## src/hw/pts_pkg.sv

```systemverilog
// Package for the period timer: register map, field layout, reset values, carriers
package pts_pkg;
    // Register byte offsets on the APB slave
    localparam logic [7:0] PTS_OFS_CONTROL = 8'h00;
    localparam logic [7:0] PTS_OFS_PERIOD  = 8'h04;
    localparam logic [7:0] PTS_OFS_COUNT   = 8'h08;
    localparam logic [7:0] PTS_OFS_FLAGS   = 8'h0C;
    localparam logic [7:0] PTS_OFS_ENABLES = 8'h10;
    // Control field positions
    localparam int PTS_POST_LSB = 3;
    localparam int PTS_POST_MSB = 6;
    localparam int PTS_RUN_BIT  = 2;
    localparam int PTS_PRE_LSB  = 0;
    localparam int PTS_PRE_MSB  = 1;
    // Flag and enable bit position
    localparam int PTS_IRQ_BIT  = 1;
    // Reset values
    localparam logic [7:0] PTS_CONTROL_RST = 8'h00;
    localparam logic [7:0] PTS_PERIOD_RST  = 8'hFF;
    localparam logic [7:0] PTS_COUNT_RST   = 8'h00;
    // Prescaler terminal counts for 1, 4, 16, 64
    localparam logic [5:0] PTS_PRE_TC_1  = 6'h00;
    localparam logic [5:0] PTS_PRE_TC_4  = 6'h03;
    localparam logic [5:0] PTS_PRE_TC_16 = 6'h0F;
    localparam logic [5:0] PTS_PRE_TC_64 = 6'h3F;

    // Fields of the control register
    typedef struct packed {
        logic       unused;
        logic [3:0] postscale_select;
        logic       timer_run;
        logic [1:0] prescale_select;
    } pts_control_type;

    // Events that leave the timer toward its neighbours
    typedef struct packed {
        logic match_pulse;
        logic post_event;
    } pts_event_type;
endpackage : pts_pkg

```

## src/hw/pts_prescaler.sv

```systemverilog
// Prescaler: divides the instruction clock tick by 1, 4, 16 or 64
module pts_prescaler
    import pts_pkg::*;
(
    // Clock and reset
    input  wire logic       core_clk,
    input  wire logic       rst,
    // Control
    input  wire logic       clear,
    input  wire logic       tick_in,
    input  wire logic [1:0] prescale_select,
    // Output
    output logic            tick_out
);
    logic [5:0] count;
    logic [5:0] next_count;
    logic [5:0] terminal;

    // Terminal count and next value
    always_comb begin
        unique case (prescale_select)
            2'b00: terminal = PTS_PRE_TC_1;
            2'b01: terminal = PTS_PRE_TC_4;
            2'b10: terminal = PTS_PRE_TC_16;
            2'b11: terminal = PTS_PRE_TC_64;
        endcase
        tick_out   = tick_in && (count >= terminal);
        next_count = count;
        if (clear) begin
            next_count = 6'h00;
        end else if (tick_out) begin
            next_count = 6'h00;
        end else if (tick_in) begin
            next_count = count + 6'h01;
        end
    end

    // Register
    always_ff @(posedge core_clk or posedge rst) begin
        if (rst) begin
            count <= 6'h00;
        end else begin
            count <= next_count;
        end
    end
endmodule : pts_prescaler

```

## src/hw/pts_postscaler.sv

```systemverilog
// Postscaler: one event per (select + 1) match pulses
module pts_postscaler
    import pts_pkg::*;
(
    // Clock and reset
    input  wire logic       core_clk,
    input  wire logic       rst,
    // Control
    input  wire logic       clear,
    input  wire logic       match_in,
    input  wire logic [3:0] postscale_select,
    // Output
    output logic            event_out
);
    logic [3:0] count;
    logic [3:0] next_count;

    // Compare with select; wrap on event
    always_comb begin
        event_out  = match_in && (count >= postscale_select);
        next_count = count;
        if (clear) begin
            next_count = 4'h0;
        end else if (event_out) begin
            next_count = 4'h0;
        end else if (match_in) begin
            next_count = count + 4'h1;
        end
    end

    // Register
    always_ff @(posedge core_clk or posedge rst) begin
        if (rst) begin
            count <= 4'h0;
        end else begin
            count <= next_count;
        end
    end
endmodule : pts_postscaler

```

## src/hw/pts_timer.sv

```systemverilog
// Period timer top: APB registers, count/compare, prescaler and postscaler
//
// Register access over APB and the register addresses are this design's own decisions.
module pts_timer
    import pts_pkg::*;
(
    // Clock and reset
    input  wire logic        core_clk,
    input  wire logic        rst,
    // APB slave
    input  wire logic        psel,
    input  wire logic        penable,
    input  wire logic        pwrite,
    input  wire logic [7:0]  paddr,
    input  wire logic [31:0] pwdata,
    output logic      [31:0] prdata,
    output logic             pready,
    output logic             pslverr,
    // Device context
    input  wire logic        instr_tick,
    input  wire logic        sleep,
    // Timer outputs
    output logic             pwm_time_base,
    output logic             spi_shift_clock,
    output logic             period_match_irq_req
);
    pts_control_type control;
    pts_control_type next_control;
    logic [7:0]      period_compare_value;
    logic [7:0]      next_period_compare_value;
    logic [7:0]      period_timer_count;
    logic [7:0]      next_period_timer_count;
    logic            period_match_irq_flag;
    logic            next_period_match_irq_flag;
    logic            period_match_irq_enable;
    logic            next_period_match_irq_enable;
    logic            shift_toggle;
    logic            next_shift_toggle;
    logic [31:0]     next_prdata;
    logic            next_pready;
    logic            next_pslverr;
    logic            next_irq_req;
    logic            next_pwm;

    logic            access;
    logic            wr;
    logic            wr_count;
    logic            wr_control;
    logic            scaler_clear;
    logic            count_tick;
    logic            pre_in;
    logic            equal;
    pts_event_type   events;

    // APB access phase; one wait state via pready so every answer is registered
    assign access       = psel && penable && !pready;
    assign wr           = access && pwrite;
    assign wr_count     = wr && (paddr == PTS_OFS_COUNT);
    assign wr_control   = wr && (paddr == PTS_OFS_CONTROL);
    assign scaler_clear = wr_count || wr_control;
    // Sleep gates the tick, so count and period simply hold
    assign pre_in       = instr_tick && control.timer_run && !sleep;
    assign equal        = (period_timer_count == period_compare_value);

    // Clock prescaler
    pts_prescaler u_prescaler (
        .core_clk        (core_clk),
        .rst             (rst),
        .clear           (scaler_clear),
        .tick_in         (pre_in),
        .prescale_select (control.prescale_select),
        .tick_out        (count_tick)
    );

    // Match postscaler
    pts_postscaler u_postscaler (
        .core_clk         (core_clk),
        .rst              (rst),
        .clear            (scaler_clear),
        .match_in         (events.match_pulse),
        .postscale_select (control.postscale_select),
        .event_out        (events.post_event)
    );

    // Match is taken on a counted tick while count equals period
    assign events.match_pulse = count_tick && equal;

    // Timer state and registers
    always_comb begin
        next_control                 = control;
        next_period_compare_value    = period_compare_value;
        next_period_timer_count      = period_timer_count;
        next_period_match_irq_enable = period_match_irq_enable;
        next_period_match_irq_flag   = period_match_irq_flag;
        next_shift_toggle            = shift_toggle;
        // Counting: reload zero after a match, otherwise increment
        if (count_tick) begin
            if (equal) begin
                next_period_timer_count = 8'h00;
            end else begin
                next_period_timer_count = period_timer_count + 8'h01;
            end
        end
        // Shift clock toggles on each unscaled match
        if (events.match_pulse) begin
            next_shift_toggle = !shift_toggle;
        end
        // Software writes
        if (wr) begin
            unique case (paddr)
                PTS_OFS_CONTROL: begin
                    next_control        = pts_control_type'(pwdata[7:0]);
                    next_control.unused = 1'b0;
                end
                PTS_OFS_PERIOD: begin
                    next_period_compare_value = pwdata[7:0];
                end
                PTS_OFS_COUNT: begin
                    next_period_timer_count = pwdata[7:0];
                end
                PTS_OFS_FLAGS: begin
                    if (!pwdata[PTS_IRQ_BIT]) begin
                        next_period_match_irq_flag = 1'b0;
                    end
                end
                PTS_OFS_ENABLES: begin
                    next_period_match_irq_enable = pwdata[PTS_IRQ_BIT];
                end
                default: begin
                end
            endcase
        end
        // Set wins over a software clear in the same cycle
        if (events.post_event) begin
            next_period_match_irq_flag = 1'b1;
        end
    end

    // APB answer
    always_comb begin
        next_prdata  = 32'h0000_0000;
        next_pready  = access;
        next_pslverr = 1'b0;
        if (access) begin
            unique case (paddr)
                PTS_OFS_CONTROL: next_prdata[7:0] = control;
                PTS_OFS_PERIOD:  next_prdata[7:0] = period_compare_value;
                PTS_OFS_COUNT:   next_prdata[7:0] = period_timer_count;
                PTS_OFS_FLAGS:   next_prdata[PTS_IRQ_BIT] = period_match_irq_flag;
                PTS_OFS_ENABLES: next_prdata[PTS_IRQ_BIT] = period_match_irq_enable;
                default:         next_pslverr = 1'b1;
            endcase
        end
        next_irq_req = next_period_match_irq_flag && next_period_match_irq_enable;
        next_pwm     = events.match_pulse;
    end

    // Registers
    always_ff @(posedge core_clk or posedge rst) begin
        if (rst) begin
            control                 <= pts_control_type'(PTS_CONTROL_RST);
            period_compare_value    <= PTS_PERIOD_RST;
            period_timer_count      <= PTS_COUNT_RST;
            period_match_irq_flag   <= 1'b0;
            period_match_irq_enable <= 1'b0;
            shift_toggle            <= 1'b0;
            prdata                  <= 32'h0000_0000;
            pready                  <= 1'b0;
            pslverr                 <= 1'b0;
            period_match_irq_req    <= 1'b0;
            pwm_time_base           <= 1'b0;
            spi_shift_clock         <= 1'b0;
        end else begin
            control                 <= next_control;
            period_compare_value    <= next_period_compare_value;
            period_timer_count      <= next_period_timer_count;
            period_match_irq_flag   <= next_period_match_irq_flag;
            period_match_irq_enable <= next_period_match_irq_enable;
            shift_toggle            <= next_shift_toggle;
            prdata                  <= next_prdata;
            pready                  <= next_pready;
            pslverr                 <= next_pslverr;
            period_match_irq_req    <= next_irq_req;
            pwm_time_base           <= next_pwm;
            spi_shift_clock         <= next_shift_toggle;
        end
    end
endmodule : pts_timer

```

## config.mk

```make
export PLATFORM = sky130hd
export DESIGN_NAME = pts_timer
export DESIGN_NICKNAME = d
export VERILOG_FILES = /design/src/hw/pts_pkg.sv /design/src/hw/pts_prescaler.sv /design/src/hw/pts_postscaler.sv /design/src/hw/pts_timer.sv
export SDC_FILE = /design/constraint.sdc
export NUM_CORES = 1
export LEC_CHECK = 0
export BUFFER_PORTS_ARGS = -buffer_cell sky130_fd_sc_hd__buf_2
export CORE_AREA = 2 2 82 84
export DETAILED_ROUTE_END_ITERATION = 12
export DIE_AREA = 0 0 84 86
export PLACE_DENSITY_LB_ADDON = 0.1
export SLEW_MARGIN = 20
export SYNTH_ARGS = -nofsm -noshare
export SYNTH_HDL_FRONTEND = slang
export SYNTH_SLANG_ARGS = --single-unit
```

## constraint.sdc

```tcl
create_clock -name core_clk -period 2.6 [get_ports core_clk]
set_clock_uncertainty 0.1 [all_clocks]
set_input_delay 0.26 -clock core_clk [delete_from_list [all_inputs] [get_ports core_clk]]
set_output_delay 0.26 -clock core_clk [all_outputs]
set_load 0.03 [all_outputs]
```

==> reports/qor.txt <==
die area -> 7220 um^2
Post-DRT Antenna Nets -> 0
Post-synth ARST share -> 100%
initial antenna violation count -> 0
Filler cells -> 626
Tmin final -> 2.40 ns
Via density -> 5.28
Final period util -> 92.3%
Hold EP -> period_timer_count[2]$_DFF_PP0_
most frequent cells in the layout -> dfrtp_1 (40), buf_2 (35), conb_1 (24)
FF-to-FF End -> u_postscaler.count[3]$_DFFE_PP0P_
Root Buffer -> clkbuf_8
max_slew headroom -> 58.9%
Peak supply drop -> 0.000244 V
Worst setup EP type -> flop
non-filler instance count after layout -> 408
top cells by area, synth -> dfrtp_1 (35%), dfstp_2 (7.3%), buf_4 (6.3%)
crit-path max FO -> 9
Fin Hold WS -> 0.0818 ns
Hold/Removal Path Class -> input pin to flop
TNS Setup -> 0 ns
first-pass GRT wire length -> 10200 um
Critical Path, Cell by Cell -> or2_2, ha_1, nand2b_1, a21oi_1, o221ai_2, nand3_4, or4_1, a21oi_1
postcts setup bufs -> 0
Yosys warning count -> 0
delay-heaviest family, CP -> simple AND/OR/NAND/NOR gates
Netlist cell types -> 47
R2R Path Start -> control[0]$_DFFE_PP0P_
fin. max-slew vios -> 0
vias in the first global route -> 2052
CTS tree -> built
most common cell after layout, fill and taps aside -> dfrtp_1
internal reg-to-reg setup slack -> 0.20 ns
maximum clock frequency -> 417 MHz
clock sink count -> 48
R2R depth -> 8
crit start category -> flop
GRT Util Overall -> 18.4%
Ant. Diodes -> 0
setup violators final -> 0
Final GP Congestion -> 0.842
critical hold path startpoint -> pwdata[2]
Hold Path Cell Cnt -> 3
most used cell, CP -> a21oi_1
RSZ-0062 raised after global routing -> no
GRT overflow -> 0
CP bufs+invs -> 0
CP Data Required Time -> 2.74 ns
Crit-path slowest cell -> or4_1
DR vias -> 2153
Post-synth EDFFs -> 0
Netlist Area Pre-Place -> 2880 um^2
GRT met3 Usage -> 3.18%
drt first pass iters -> 4
crit path kind -> flop to flop
largest net degree at the start of global routing -> 29
I/O pin cnt -> 84
Syn Area/Cell -> 10.1 um^2
status -> completed
Pleak -> 1.58 nW
Final nets -> 390
htree depth -> 2
share of layout cells above drive strength 1 -> 27.8%
gr busiest metal -> met2
final wirelength -> 6160 um
register area share after synthesis -> 42.1%
row cnt -> 29
Starting Density -> 45.8%
post-synth top area share -> 34.8%
Area Growth Syn to Fin -> 11.1%
top_reg_cell synth -> dfrtp_1
final hold violations -> 0
Num CTS Buffers -> 5
Yosys top cell by area -> dfrtp_1
CTS Buffer Depth -> 2
Global Route met1 Usage -> 24.3%
PwrDens -> 442 nW/um^2
Cells after DPL -> 399
crit-path max cell delay -> 0.54 ns
DR iter-0 viols -> 115
#FFs+latches synth -> 48
Die Span Y -> 86 um
CP arrival -> 2.54 ns
Core Region -> 6280 um^2
Port Buffers -> 35
die width -> 84 um
Clock transition at path regs -> 0.09 ns
Mapped Cells -> 284
Worst-Skew Late Latency -> 0.31 ns
residual DRC count -> 0
worst slew pin tran -> 0.615 ns
post-DR wirelength/cell -> 15.1 um
final instance area -> 3200 um^2
max-cap violations -> 0
M2 GR Usage -> 30.1%
HPWL after DPL -> 4570 um
placed inst area -> 3090 um^2
==> registers in the layout, indices dropped and copies added (netlist names), 4 cells and up <==
| register | flops |
|---|---|
| period_compare_value | 8 |
| period_timer_count | 8 |
| prdata | 8 |
| control | 7 |
| u_prescaler.count | 6 |
| u_postscaler.count | 4 |
==> worst max path at each step <==
stage,cells past startpoint,startpoint,endpoint,slack [ns]
after floorplan,8,control[1]$_DFFE_PP0P_,u_postscaler.count[3]$_DFFE_PP0P_,0.13
after global placement,8,control[0]$_DFFE_PP0P_,period_timer_count[5]$_DFF_PP0_,0.01
after detailed placement,8,control[0]$_DFFE_PP0P_,period_timer_count[4]$_DFF_PP0_,0.01
after CTS,8,control[0]$_DFFE_PP0P_,u_postscaler.count[3]$_DFFE_PP0P_,0.19
after global routing,8,control[1]$_DFFE_PP0P_,period_timer_count[4]$_DFF_PP0_,0.04
final,8,control[0]$_DFFE_PP0P_,u_postscaler.count[3]$_DFFE_PP0P_,0.20
==> cell usage after synthesis (all sizes together), types with 4 or more instances <==
cell / instances
nor3: 4
o21ai: 16
nor2b: 5
dfrtp: 40
xnor2: 9
a21oi: 21
o211ai: 6
nand2: 20
and3: 6
dfstp: 8
inv: 11
ha: 13
nor2: 22
nand4: 6
mux2: 16
a22oi: 6
nand3: 4
buf: 28
mux2i: 9
==> final cells by class <==
class	instances	area (um^2)	share of cell area [%]
flip-flops and latches	48	1210	37.9
clock inverters	1	7.51	0.235
clock buffers	7	86.3	2.70
repair buffers	47	268	8.38
well taps	77	96.3	3.01
multi-input cells	217	1490	46.5
inverters	11	41.3	1.29
==> power by group <==
part | internal, mW | leakage [nW] | switching [mW] | total [mW]
logic | 0.0483 | 0.892 | 0.125 | 0.174
clock network | 0.217 | 0.0445 | 0.256 | 0.473
registers | 0.757 | 0.639 | 0.00776 | 0.765
total | 1.02 | 1.58 | 0.389 | 1.41
==> kinds of logic (layout without fill, tap and decap cells) <==
family | count (synthesis) | in the layout | synth area share, %
other | 1 | 24 | 0.130
AOI/OAI and AO/OA | 55 | 55 | 11.6
buffers and inverters | 42 | 66 | 9.44
xor gates and xnor gates | 12 | 12 | 3.65
adders and majority gates | 13 | 13 | 5.65
and+or+nand+nor | 88 | 88 | 18.1
DFF | 48 | 48 | 42.1
muxes | 25 | 25 | 9.40
==> through the flow <==
step           power, mW  util, %  worst slack (ns)
2_1_floorplan      0.919        -             0.130
3_3_place_gp       0.951     49.2            0.0127
3_5_place_dp       0.952     49.2            0.0135
4_1_cts             1.43     50.9             0.190
5_1_grt             1.48     50.9            0.0371
6_report            1.41     50.9             0.200
==> worst register-to-register path: cells and delay by family (launching register included) <==
kind / cells / cell delay, ns
compound gates: 3 / 0.49
fa+ha+maj: 1 / 0.27
flops: 1 / 0.40
simple gates: 4 / 1.09
==> per-layer routing <==
metal	up-vias	part of all wire, %
met4	0	2.4
met3	12	3.6
met1	1053	46
li1	1042	-
met5	-	0
met2	46	47
==> timing repair <==
item                                    4_1_cts  5_1_grt
endpoints found under the setup margin        7        1
cloned                                        0        0
gates resized for setup                       1        1
hold buffers                                  1        0
hold endpoints to repair                     22        0
Power figures use the tool's default switching activity.
